## config.mk

```make
export PLATFORM = sky130hd
export DESIGN_NAME = fms_mode_seq
export DESIGN_NICKNAME = d
export VERILOG_FILES = /design/src/rtl/fms_pkg.sv /design/src/rtl/fms_lem_if.sv /design/src/rtl/fms_mode_seq.sv /design/src/rtl/fms_lem_seq.sv
export SDC_FILE = /design/constraint.sdc
export NUM_CORES = 2
export LEC_CHECK = 0
export ABC_AREA = 1
export BUFFER_PORTS_ARGS = -buffer_cell sky130_fd_sc_hd__buf_2
export CAP_MARGIN = 30
export CORE_ASPECT_RATIO = 0.9
export CORE_MARGIN = 2
export CORE_UTILIZATION = 66
export CTS_BUF_LIST = sky130_fd_sc_hd__clkbuf_16
export DETAILED_ROUTE_END_ITERATION = 8
export PLACE_DENSITY_LB_ADDON = 0.15
export SLEW_MARGIN = 30
export SYNTH_ARGS = -nofsm -noshare
export SYNTH_HDL_FRONTEND = slang
export SYNTH_SLANG_ARGS = --single-unit
export TNS_END_PERCENT = 100
```

## constraint.sdc

```tcl
create_clock -name ref_clk -period 69.7 [get_ports ref_clk]
set_clock_uncertainty 0.15 [all_clocks]
set_input_delay 3.485 -clock ref_clk [delete_from_list [all_inputs] [get_ports ref_clk]]
set_output_delay 3.485 -clock ref_clk [all_outputs]
set_load 0.02 [all_outputs]
```

## src/rtl/fms_pkg.sv

```systemverilog
// Shared constants, types and helper functions for the flyback mode sequencer
package fms_pkg;

    localparam int CLK_HZ      = 40_000_000;
    localparam int PER_W       = 11;
    localparam int MV_W        = 12;
    localparam int TMR_W       = 17;
    localparam int ILIM_W      = 8;

    // Figures in their own units, cycle counts derived from the clock rate
    localparam int MIN_FREQ_HZ = 31_000;
    localparam int CLAMP_PER   = CLK_HZ / MIN_FREQ_HZ;
    localparam int CYC_MAX_US  = 40;
    localparam int CYC_LIMIT   = CYC_MAX_US * (CLK_HZ / 1_000_000);
    localparam int LEM_MIN_NS  = 250;
    localparam int LEM_MIN_CYC = (LEM_MIN_NS * (CLK_HZ / 1_000_000) + 999)
                                 / 1000;
    localparam int MIN_OFF_NS  = 590;
    localparam int MIN_OFF_CYC = (MIN_OFF_NS * (CLK_HZ / 1_000_000) + 999)
                                 / 1000;
    localparam int BOOT_US     = 706;
    localparam int BOOT_CYC_DEF = BOOT_US * (CLK_HZ / 1_000_000);
    localparam int STOP_US     = 500;
    localparam int STOP_CYC_DEF = STOP_US * (CLK_HZ / 1_000_000);
    localparam int HOLD_US     = 100;
    localparam int HOLD_CYC_DEF = HOLD_US * (CLK_HZ / 1_000_000);
    localparam int RT_MIN_CYC  = 40;

    localparam logic [PER_W-1:0] CLAMP_PER_V = PER_W'(CLAMP_PER);
    localparam logic [PER_W-1:0] CYC_LIM_V   = PER_W'(CYC_LIMIT);
    localparam logic [PER_W-1:0] LEM_MIN_W   = PER_W'(LEM_MIN_CYC);
    localparam logic [PER_W-1:0] MIN_OFF_V   = PER_W'(MIN_OFF_CYC);
    localparam logic [PER_W-1:0] LEM_STEP    = 11'h001;
    localparam logic [PER_W-1:0] BOOT_STEP   = 11'h020;
    localparam logic [PER_W-1:0] MIN_ON_CYC  = 11'h014;
    localparam logic [15:0]      RT_MIN_V    = 16'(RT_MIN_CYC);

    // Feedback levels in millivolts
    localparam logic [MV_W-1:0] SKIP_MV     = 12'h190;
    localparam logic [MV_W-1:0] SKIP_HYS_MV = 12'h032;
    localparam logic [MV_W-1:0] FREEZE_MV   = 12'h320;

    // Entry references: base plus step per bin; bins split at midpoints
    localparam int              ENTRY_BINS = 15;
    localparam logic [MV_W-1:0] ENTRY_BASE = 12'h410;
    localparam logic [MV_W-1:0] ENTRY_STEP = 12'h0a0;
    localparam logic [MV_W-1:0] ENTRY_MID [ENTRY_BINS] = '{
        12'h000, 12'h083, 12'h0c9, 12'h0f7, 12'h12e,
        12'h169, 12'h1ac, 12'h1f3, 12'h247, 12'h2b2,
        12'h326, 12'h3af, 12'h44d, 12'h508, 12'h5e0};

    localparam logic [ILIM_W-1:0] ILIM_MAX = 8'hff;

    typedef enum logic [2:0] {
        ST_OFF       = 3'h0,
        ST_BOOT      = 3'h1,
        ST_CLAMP_SS  = 3'h2,
        ST_SETTLE    = 3'h3,
        ST_ACF       = 3'h4,
        ST_EXIT_WAIT = 3'h5,
        ST_SOFT_STOP = 3'h6,
        ST_DCM       = 3'h7
    } fms_state_t;

    function automatic logic [MV_W-1:0] entry_ref(input logic [MV_W-1:0] pin);
        logic [3:0] idx;
        idx = 4'h0;
        for (int k = 1; k < ENTRY_BINS; k++) begin
            if (pin >= ENTRY_MID[k]) begin
                idx = 4'(k);
            end
        end
        entry_ref = ENTRY_BASE + 12'(idx) * ENTRY_STEP;
    endfunction

    // Period stretches linearly from pmin at the exit level to the clamp
    function automatic logic [PER_W-1:0] fold_period(
        input logic [MV_W-1:0]  fb,
        input logic [MV_W-1:0]  thr,
        input logic [PER_W-1:0] pmin);
        logic [23:0] num;
        logic [23:0] q;
        num = '0;
        q   = '0;
        if (fb >= thr || thr <= SKIP_MV) begin
            fold_period = pmin;
        end else if (fb <= SKIP_MV) begin
            fold_period = CLAMP_PER_V;
        end else begin
            num = 24'(CLAMP_PER_V - pmin) * 24'(thr - fb);
            q   = num / 24'(thr - SKIP_MV);
            fold_period = pmin + q[PER_W-1:0];
        end
    endfunction

endpackage

```

## src/rtl/fms_lem_if.sv

```systemverilog
// Carrier between the mode engine and the clamp pulse-width sequencer
`timescale 1ns/1ps
interface fms_lem_if;
    logic                       cyc_start;
    logic                       widen;
    logic                       shrink;
    logic                       full_mode;
    logic [fms_pkg::PER_W-1:0]  off_len;
    logic [fms_pkg::PER_W-1:0]  width;
    logic                       at_full;

    modport seq (input cyc_start, input widen, input shrink,
                 input full_mode, input off_len,
                 output width, output at_full);
    modport ctl (output cyc_start, output widen, output shrink,
                 output full_mode, output off_len,
                 input width, input at_full);
endinterface

```

## src/rtl/fms_mode_seq.sv

```systemverilog
// Mode and frequency sequencer for an active-clamp flyback controller
// Contract
// - Discontinuous frequency never above half the resistor-set frequency.
// - Discontinuous frequency peaks at exit level, folds to skip level.
// - Below peak-freeze level keep a minimum on-time floor.
// - Frequency stops falling at 31 kHz, reached at the 400 mV skip level.
// - Restart a switching cycle once it has lasted 40 us.
// - Skip below skip level; resume above skip level plus hysteresis.
// - Clamp soft start widens pulses from 250 ns up to full off-time.
// - Leave clamped mode after feedback holds below exit level a while.
// - Soft stop narrows clamp pulses, folds frequency non-linearly to half.
// - Soft stop lasts 500 us.
// - Entry pin voltage quantized into bins selecting a fixed reference.
// - Fifteen entry references, 0.16 V apart, from 1.04 V to 3.28 V.
// - Entry pin source on from supply turn-on in all running modes.
// - Exit pin evaluated only after soft start and forced clamped time.
// - Exit pin source on after supply turn-on, off in discontinuous mode.
// - Soft start needs supply, line level, no fault, start delay done.
// - First 706 us of soft start run discontinuous to charge boot cap.
// - Soft start ramps the current-limit reference to its final value.
// - Then widen clamp pulses; clamped once current limit is maximum.
// - After start-up clamped entry, detection frozen twice soft start; code holds ST_SETTLE for twice the 706 us boot interval.
// - Boot interval ramps frequency up to half the resistor rate.
`timescale 1ns/1ps
module fms_mode_seq #(
    parameter int BOOT_CYC   = fms_pkg::BOOT_CYC_DEF,
    parameter int STOP_CYC   = fms_pkg::STOP_CYC_DEF,
    parameter int HOLD_CYC   = fms_pkg::HOLD_CYC_DEF,
    parameter int SETTLE_CYC = 2 * fms_pkg::BOOT_CYC_DEF
) (
    input  wire logic                         ref_clk,
    input  wire logic                         rst_b,
    input  wire logic                         clk_en,
    input  wire logic                         supply_on,
    input  wire logic                         hv_start_ok,
    input  wire logic                         fault_present,
    input  wire logic                         start_delay_done,
    input  wire logic                         pwm_trip,
    input  wire logic [fms_pkg::MV_W-1:0]     feedback_voltage,
    input  wire logic [fms_pkg::MV_W-1:0]     entry_threshold_pin,
    input  wire logic [fms_pkg::MV_W-1:0]     exit_threshold_pin,
    input  wire logic [15:0]                  freq_set_period,
    output logic                              main_gate_drive,
    output logic                              clamp_gate_drive,
    output logic                              entry_src_en,
    output logic                              exit_src_en,
    output logic                              peak_floor,
    output logic                              skip_active,
    output logic [fms_pkg::ILIM_W-1:0]        ilim_ref,
    output fms_pkg::fms_state_t               mode_state
);
    import fms_pkg::*;

    localparam int SYNC_W   = 5 + 3 * MV_W + 16;
    localparam int ILIM_DIV = ((2 * BOOT_CYC) / 255 < 1) ? 1
                              : (2 * BOOT_CYC) / 255;

    // Codes are sampled as a whole; they must move slowly against the clock
    logic [SYNC_W-1:0] sync1_ff;
    logic [SYNC_W-1:0] sync2_ff;
    wire  [SYNC_W-1:0] pins_w = {supply_on, hv_start_ok, fault_present,
                                 start_delay_done, pwm_trip,
                                 feedback_voltage, entry_threshold_pin,
                                 exit_threshold_pin, freq_set_period};

    always_ff @(posedge ref_clk) begin
        if (!rst_b) begin
            sync1_ff <= '0;
            sync2_ff <= '0;
        end else if (clk_en) begin
            sync1_ff <= pins_w;
            sync2_ff <= sync1_ff;
        end
    end

    wire             supply_s = sync2_ff[SYNC_W-1];
    wire             hv_s     = sync2_ff[SYNC_W-2];
    wire             fault_s  = sync2_ff[SYNC_W-3];
    wire             delay_s  = sync2_ff[SYNC_W-4];
    wire             trip_s   = sync2_ff[SYNC_W-5];
    wire [MV_W-1:0]  fb_s     = sync2_ff[16+3*MV_W-1 -: MV_W];
    wire [MV_W-1:0]  entry_s  = sync2_ff[16+2*MV_W-1 -: MV_W];
    wire [MV_W-1:0]  exit_s   = sync2_ff[16+MV_W-1 -: MV_W];
    wire [15:0]      rt_s     = sync2_ff[15:0];

    fms_state_t       state_ff;
    fms_state_t       nxt_state;
    logic [TMR_W-1:0] tmr_ff;
    logic [PER_W-1:0] cyc_cnt_ff;
    logic [PER_W-1:0] period_ff;
    logic [PER_W-1:0] nxt_period;
    logic [PER_W-1:0] last_on_ff;
    logic [15:0]      ilim_div_ff;
    logic             boot_path_ff;

    fms_lem_if lem ();

    fms_lem_seq u_lem (
        .ref_clk (ref_clk),
        .rst_b   (rst_b),
        .clk_en  (clk_en),
        .lem     (lem.seq)
    );

    // Resistor-set period, floored at the fastest legal oscillator rate
    wire [15:0]      rt_lim_w = (rt_s < RT_MIN_V) ? RT_MIN_V : rt_s;
    wire [16:0]      rt_dbl_w = {rt_lim_w, 1'b0};
    // half frequency is twice the period
    wire [PER_W-1:0] pmin_w   = (rt_dbl_w > 17'(CLAMP_PER_V)) ? CLAMP_PER_V
                                : rt_dbl_w[PER_W-1:0];
    wire [PER_W-1:0] acf_per_w = (rt_lim_w > 16'(CLAMP_PER_V)) ? CLAMP_PER_V
                                 : rt_lim_w[PER_W-1:0];
    wire [MV_W-1:0]  entry_ref_w = entry_ref(entry_s);
    // foldback slope set by exit level
    wire [PER_W-1:0] fold_w   = fold_period(fb_s, exit_s, pmin_w);

    wire is_dcm_w  = (state_ff == ST_DCM);
    wire is_acf_w  = (state_ff == ST_SETTLE) || (state_ff == ST_ACF) ||
                     (state_ff == ST_EXIT_WAIT);
    wire start_ok_w = supply_s && hv_s && !fault_s && delay_s;
    wire ilim_up_w  = (state_ff == ST_BOOT) || (state_ff == ST_CLAMP_SS);

    // cycle ends at period or 40 us limit
    wire cyc_end_w = (cyc_cnt_ff >= period_ff - 11'h001) ||
                     (cyc_cnt_ff >= CYC_LIM_V - 11'h001);
    // frozen floor keeps the on-time long enough
    wire trip_ok_w = trip_s && (!peak_floor || cyc_cnt_ff >= MIN_ON_CYC);
    wire on_end_w  = trip_ok_w ||
                     (cyc_cnt_ff >= period_ff - MIN_OFF_V - 11'h001);
    wire pulse_go_w = cyc_end_w && !skip_active && (state_ff != ST_OFF);
    wire [PER_W-1:0] left_w = period_ff - 11'h001 - cyc_cnt_ff;
    wire clamp_on_w = !main_gate_drive && !cyc_end_w &&
                      (lem.width != '0) && (left_w <= lem.width);
    wire nxt_main   = cyc_end_w ? pulse_go_w
                      : (main_gate_drive && !on_end_w);

    assign lem.cyc_start = cyc_end_w;
    assign lem.widen     = (state_ff == ST_CLAMP_SS);
    assign lem.shrink    = (state_ff == ST_SOFT_STOP);
    assign lem.full_mode = is_acf_w;
    assign lem.off_len   = period_ff - last_on_ff;

    always_comb begin
        nxt_state = state_ff;
        case (state_ff)
            ST_OFF: if (start_ok_w) begin
                nxt_state = ST_BOOT;
            end
            ST_BOOT: if (tmr_ff == TMR_W'(BOOT_CYC - 1)) begin
                nxt_state = ST_CLAMP_SS;
            end
            ST_CLAMP_SS: if (ilim_ref == ILIM_MAX && lem.at_full) begin
                nxt_state = boot_path_ff ? ST_SETTLE : ST_ACF;
            end
            ST_SETTLE: if (tmr_ff == TMR_W'(SETTLE_CYC - 1)) begin
                nxt_state = ST_ACF;
            end
            ST_ACF: if (fb_s < exit_s) begin
                nxt_state = ST_EXIT_WAIT;
            end
            // exit after hold interval below level
            ST_EXIT_WAIT: if (fb_s >= exit_s) begin
                nxt_state = ST_ACF;
            end else if (tmr_ff == TMR_W'(HOLD_CYC - 1)) begin
                nxt_state = ST_SOFT_STOP;
            end
            ST_SOFT_STOP: if (tmr_ff == TMR_W'(STOP_CYC - 1)) begin
                nxt_state = ST_DCM;
            end
            ST_DCM: if (fb_s > entry_ref_w) begin
                nxt_state = ST_CLAMP_SS;
            end
            default: nxt_state = ST_OFF;
        endcase
        if (!supply_s || fault_s) begin
            nxt_state = ST_OFF;
        end
    end

    // stepped ramps at cycle ends, direct otherwise
    always_comb begin
        nxt_period = period_ff;
        case (state_ff)
            ST_OFF:      nxt_period = CLAMP_PER_V;
            ST_DCM:      nxt_period = fold_w;
            ST_CLAMP_SS: nxt_period = acf_per_w;
            ST_BOOT: if (cyc_end_w) begin
                nxt_period = (period_ff > pmin_w + BOOT_STEP)
                             ? period_ff - BOOT_STEP : pmin_w;
            end
            ST_SOFT_STOP: if (cyc_end_w) begin
                nxt_period = (pmin_w > period_ff)
                    ? period_ff + ((pmin_w - period_ff) >> 2)
                    : period_ff - ((period_ff - pmin_w) >> 2);
            end
            default:     nxt_period = acf_per_w;
        endcase
    end

    always_ff @(posedge ref_clk) begin
        if (!rst_b) begin
            state_ff <= ST_OFF;
            tmr_ff   <= '0;
        end else if (clk_en) begin
            state_ff <= nxt_state;
            tmr_ff   <= (nxt_state != state_ff) ? '0 : tmr_ff + 17'h00001;
        end
    end

    always_ff @(posedge ref_clk) begin
        if (!rst_b) begin
            boot_path_ff <= 1'b0;
        end else if (clk_en) begin
            if (state_ff == ST_BOOT) begin
                boot_path_ff <= 1'b1;
            end else if (state_ff == ST_SETTLE || state_ff == ST_OFF) begin
                boot_path_ff <= 1'b0;
            end
        end
    end

    always_ff @(posedge ref_clk) begin
        if (!rst_b) begin
            cyc_cnt_ff      <= '0;
            period_ff       <= CLAMP_PER_V;
            last_on_ff      <= '0;
            main_gate_drive <= 1'b0;
            clamp_gate_drive <= 1'b0;
        end else if (clk_en) begin
            cyc_cnt_ff       <= cyc_end_w ? '0 : cyc_cnt_ff + 11'h001;
            period_ff        <= nxt_period;
            main_gate_drive  <= nxt_main;
            clamp_gate_drive <= clamp_on_w;
            if (main_gate_drive && !nxt_main) begin
                last_on_ff <= cyc_cnt_ff + 11'h001;
            end
        end
    end

    // current-limit reference ramps during soft start
    always_ff @(posedge ref_clk) begin
        if (!rst_b) begin
            ilim_ref    <= '0;
            ilim_div_ff <= '0;
        end else if (clk_en) begin
            if (state_ff == ST_OFF) begin
                ilim_ref    <= '0;
                ilim_div_ff <= '0;
            end else if (ilim_up_w && ilim_ref != ILIM_MAX) begin
                if (ilim_div_ff == 16'(ILIM_DIV - 1)) begin
                    ilim_div_ff <= '0;
                    ilim_ref    <= ilim_ref + 8'h01;
                end else begin
                    ilim_div_ff <= ilim_div_ff + 16'h0001;
                end
            end
        end
    end

    always_ff @(posedge ref_clk) begin
        if (!rst_b) begin
            skip_active  <= 1'b0;
            peak_floor   <= 1'b0;
            entry_src_en <= 1'b0;
            exit_src_en  <= 1'b0;
            mode_state   <= ST_OFF;
        end else if (clk_en) begin
            if (!is_dcm_w) begin
                skip_active <= 1'b0;
            end else if (fb_s < SKIP_MV) begin
                skip_active <= 1'b1;
            end else if (fb_s > SKIP_MV + SKIP_HYS_MV) begin
                skip_active <= 1'b0;
            end
            peak_floor   <= is_dcm_w && (fb_s <= FREEZE_MV);
            entry_src_en <= supply_s;
            // exit source off in discontinuous mode
            exit_src_en  <= supply_s && (nxt_state != ST_BOOT) &&
                            (nxt_state != ST_DCM);
            mode_state   <= nxt_state;
        end
    end
endmodule // fms_mode_seq

```

## src/rtl/fms_lem_seq.sv

```systemverilog
// Clamp pulse-width sequencer for leading-edge soft start and soft stop
`timescale 1ns/1ps
module fms_lem_seq (
    input  wire logic   ref_clk,
    input  wire logic   rst_b,
    input  wire logic   clk_en,
    fms_lem_if.seq      lem
);
    import fms_pkg::*;

    logic [PER_W-1:0] width_ff;
    logic [PER_W-1:0] nxt_width;

    wire [PER_W-1:0] grown_w = (width_ff == '0) ? LEM_MIN_W
                                                : width_ff + LEM_STEP;
    wire [PER_W-1:0] grow_w  = (grown_w > lem.off_len) ? lem.off_len
                                                       : grown_w;
    wire [PER_W-1:0] cut_w   = (width_ff <= LEM_MIN_W) ? '0
                                                       : width_ff - LEM_STEP;

    assign lem.width   = width_ff;
    assign lem.at_full = (width_ff >= lem.off_len);

    always_comb begin
        nxt_width = width_ff;
        if (lem.cyc_start) begin
            if (lem.full_mode) begin
                nxt_width = lem.off_len;
            end else if (lem.widen) begin
                nxt_width = grow_w;
            end else if (lem.shrink) begin
                nxt_width = cut_w;
            end else begin
                nxt_width = '0;
            end
        end
    end

    always_ff @(posedge ref_clk) begin
        if (!rst_b) begin
            width_ff <= '0;
        end else if (clk_en) begin
            width_ff <= nxt_width;
        end
    end
endmodule // fms_lem_seq

```

==> metrics.txt <==
result of the run=completed; worst slew margin relative to its limit=29.79%; number of CTS-inserted buffers=22; Synth async-reset ratio=0%; yosys warns=0; type of the tightest min-delay check=reg2reg; number of enable-type register cells in the synthesized netlist=0; root cell of the clock tree=sky130_fd_sc_hd__clkbuf_16; post-DR wirelength/cell=16.33 um; primary flip-flop cell chosen by synthesis mapping=sky130_fd_sc_hd__dfxtp_1; number of unique standard cell types used by synthesis=85; count of nets left with antenna violations after detail routing=0; Max Buffers Root-to-Sink=3; vias=35,250; Worst-Margin Slew=1.049 ns; count of endpoints failing hold in the final timing report=0; net count reported at finish=6,075; post-synthesis sequential element count=209; detailed-route wire length=99,250 um; total overflow reported by the global router=0; quantity of I/O buffers inserted on ports=76; cell accounting for the most synthesized area=sky130_fd_sc_hd__ha_1; crit start category=register; clock tree from TritonCTS=done; layout overhead on the synthesized area=5.967%; DP Area=36,420 um2; nets in the synthesized netlist=6,014; Final period util=91.43%; mean instance size in the synthesized netlist=6.736 um2; fill count=4,700; post-synthesis cell area=35,710 um2; number of remaining DRC errors=0; width of the die=249.2 um; number of buffers added to fix hold violations after cts=0; global-route wire length before repair=159,800 um; pin count of the biggest net entering global routing=91; number of global-route vias before repair=32,230; crit path time final=63.73 ns; data arrival time of the critical path=63.94 ns; count of TritonRoute iterations in the first routing pass=6; cells taking the most area after synthesis=sky130_fd_sc_hd__ha_1 (18%), sky130_fd_sc_hd__dfxtp_1 (12%), sky130_fd_sc_hd__nand2_1 (9.3%), sky130_fd_sc_hd__inv_1 (8.5%), sky130_fd_sc_hd__fa_1 (7.7%); number of endpoints failing setup at the final stage=0; portion of the post-synthesis area used by sequential elements=11.72%; share of the synthesized area in the top cell type=18.08%; CP Data Required Time=69.92 ns; H-tree lvl count=1; Starting Density=67.06%; critical path class=reg2reg; clock latency of the later-clocked register in the worst-skew pair=0.53 ns; slowest cell delay on critical path=0.60 ns; final standard cell area without fillers=37,840 um2; area of combinational cells with multiple inputs=27,810 um2; final estimated routing congestion in global placement=1.029; final slew viol count=0; slowest cell on the critical path=sky130_fd_sc_hd__fa_1; clock edge transition at the registers on the reported setup and hold paths=0.07 ns; Sinks on Clock Net=209; total number of placement rows=80; commonest cells in the netlist=sky130_fd_sc_hd__nand2_1 (886), sky130_fd_sc_hd__inv_1 (806), sky130_fd_sc_hd__nor2_1 (626), sky130_fd_sc_hd__ha_1 (516), sky130_fd_sc_hd__a21oi_1 (387); sequential standard cell area=4184 um2; crit path max fanout=25; fraction of layout instances using a drive strength above 1=11.18%; die height=224.7 um; core footprint=53,250 um2; post-route core utilization=71.06%; most used cell, CP=sky130_fd_sc_hd__nand2_1; Synth Instances=5,301; number of top-level pins=77; achievable frequency=0.01569 GHz; dpl hpwl=77,580 um; library cell with the highest instance count after synthesis=sky130_fd_sc_hd__nand2_1; antenna violations before repair=1; total global-route track usage=34.15%; die footprint=55,980 um2; max-capacitance violation count=0; First DRT Iteration DRCs=2,907; crit path capture type=register; via/cell ratio=5.801
==> worst paths after layout <==
| path | start | endpoint | slack (ns) | cells past startpoint |
|---|---|---|---|---|
| worst max-delay path | sync2_ff[6] | period_ff[10] | 5.97 | 479 |
| worst min-delay path | entry_src_en | entry_src_en | 0.31 | 2 |
| worst max register to register | sync2_ff[6] | period_ff[10] | 5.97 | 479 |
| worst min register to register | entry_src_en | entry_src_en | 0.31 | 2 |
==> per-layer routing <==
metal	part of all wire (%)	wire length, um	GRT usage (%)
met2	44	43400	55.42
met4	3.0	3027	9.580
met1	45	44980	47.43
met5	0	0	0
met3	7.9	7842	4.791
==> area by class of cell <==
class | instances | share of cell area (%)
Timing Repair inverter | 6 | 0.08928
Sequential cell | 209 | 11.06
Antenna cell | 2 | 0.01323
Clock inverter | 18 | 0.3703
Multi-Input combinational cell | 4105 | 73.49
Clock buffer | 22 | 1.455
Inverter | 883 | 8.974
Timing Repair Buffer | 135 | 2.242
Tap cell | 697 | 2.305
==> worst max-delay path: cells and delay by family, from the launching register on <==
kind,cells,cell delay [ns]
compound gates,168,25.76
simple gates,171,17.56
fa+ha+maj,31,10.56
buf+inv,107,8.63
xor+xnor,2,0.40
flops,1,0.38
==> repair_timing <==
action | in CTS | in global routing
hold endpoints to repair | 0 | 0
setup endpoints to repair | 0 | 11
gates resized for setup | 0 | 90
buffers inserted | 0 | 36
==> placed cells by master (no fill, tap or decap), types with 13 or more instances in the layout <==
master / Yosys / routed
sky130_fd_sc_hd__a211oi_1: 14 / 14
sky130_fd_sc_hd__a21o_1: 22 / 22
sky130_fd_sc_hd__a21oi_1: 387 / 364
sky130_fd_sc_hd__a21oi_2: 62 / 83
sky130_fd_sc_hd__a31oi_1: 24 / 24
sky130_fd_sc_hd__buf_2: 2 / 74
sky130_fd_sc_hd__buf_4: 4 / 58
sky130_fd_sc_hd__clkbuf_16: 0 / 22
sky130_fd_sc_hd__dfxtp_1: 209 / 209
sky130_fd_sc_hd__fa_1: 137 / 137
sky130_fd_sc_hd__ha_1: 516 / 516
sky130_fd_sc_hd__inv_1: 806 / 804
sky130_fd_sc_hd__inv_2: 58 / 60
sky130_fd_sc_hd__nand2_1: 886 / 881
sky130_fd_sc_hd__nand2_2: 53 / 54
sky130_fd_sc_hd__nand2_4: 11 / 17
sky130_fd_sc_hd__nand3_1: 180 / 179
sky130_fd_sc_hd__nand3_2: 14 / 15
sky130_fd_sc_hd__nand4_1: 65 / 65
sky130_fd_sc_hd__nor2_1: 626 / 621
sky130_fd_sc_hd__nor2_2: 38 / 41
sky130_fd_sc_hd__nor2_4: 13 / 15
sky130_fd_sc_hd__nor3_1: 69 / 69
sky130_fd_sc_hd__nor4_1: 25 / 24
sky130_fd_sc_hd__o211ai_1: 18 / 18
sky130_fd_sc_hd__o21ai_0: 310 / 300
sky130_fd_sc_hd__o21ai_1: 51 / 60
sky130_fd_sc_hd__o21ai_2: 46 / 47
sky130_fd_sc_hd__o21bai_1: 33 / 30
sky130_fd_sc_hd__o221ai_1: 14 / 14
sky130_fd_sc_hd__o31ai_1: 14 / 13
sky130_fd_sc_hd__or2_2: 32 / 32
sky130_fd_sc_hd__xnor2_1: 101 / 99
sky130_fd_sc_hd__xor2_1: 206 / 206
==> per-stage QoR <==
step	setup TNS (ns)	cells	hold WS [ns]	setup WS [ns]
floorplan	0	5301	0.2831	11.81
global placement	0	5984	0.2944	3.483
detailed placement	0	5984	0.3021	0.8813
CTS	0	6024	0.3124	0.6581
global route	-1.188	6075	0.3175	-0.4070
finish	0	6077	0.3091	5.973
==> registers in the layout (all words and copies together), names as in the netlist <==
name / flops
sync1_ff: 57
sync2_ff: 57
tmr_ff: 17
ilim_div_ff: 16
cyc_cnt_ff: 11
last_on_ff: 11
period_ff: 11
u_lem.lem.width: 11
ilim_ref: 8
mode_state: 3
boot_path_ff: 1
clamp_gate_drive: 1
entry_src_en: 1
exit_src_en: 1
main_gate_drive: 1
peak_floor: 1
skip_active: 1
==> kinds of logic after synthesis <==
| logic type | after synthesis | synth area share [%] |
|---|---|---|
| XOR/XNOR | 309 | 7.653 |
| adder cells (fa/ha/maj) | 653 | 25.76 |
| buffers and inverters | 995 | 11.39 |
| flip-flops | 209 | 11.72 |
| multiplexers | 6 | 0.1682 |
| AND/OR/NAND/NOR | 2047 | 25.05 |
| AO/OA/AOI/OAI | 1082 | 18.25 |
Power is not shown: default switching activity piles up to over one toggle a cycle in this logic, so the estimate is an artifact.
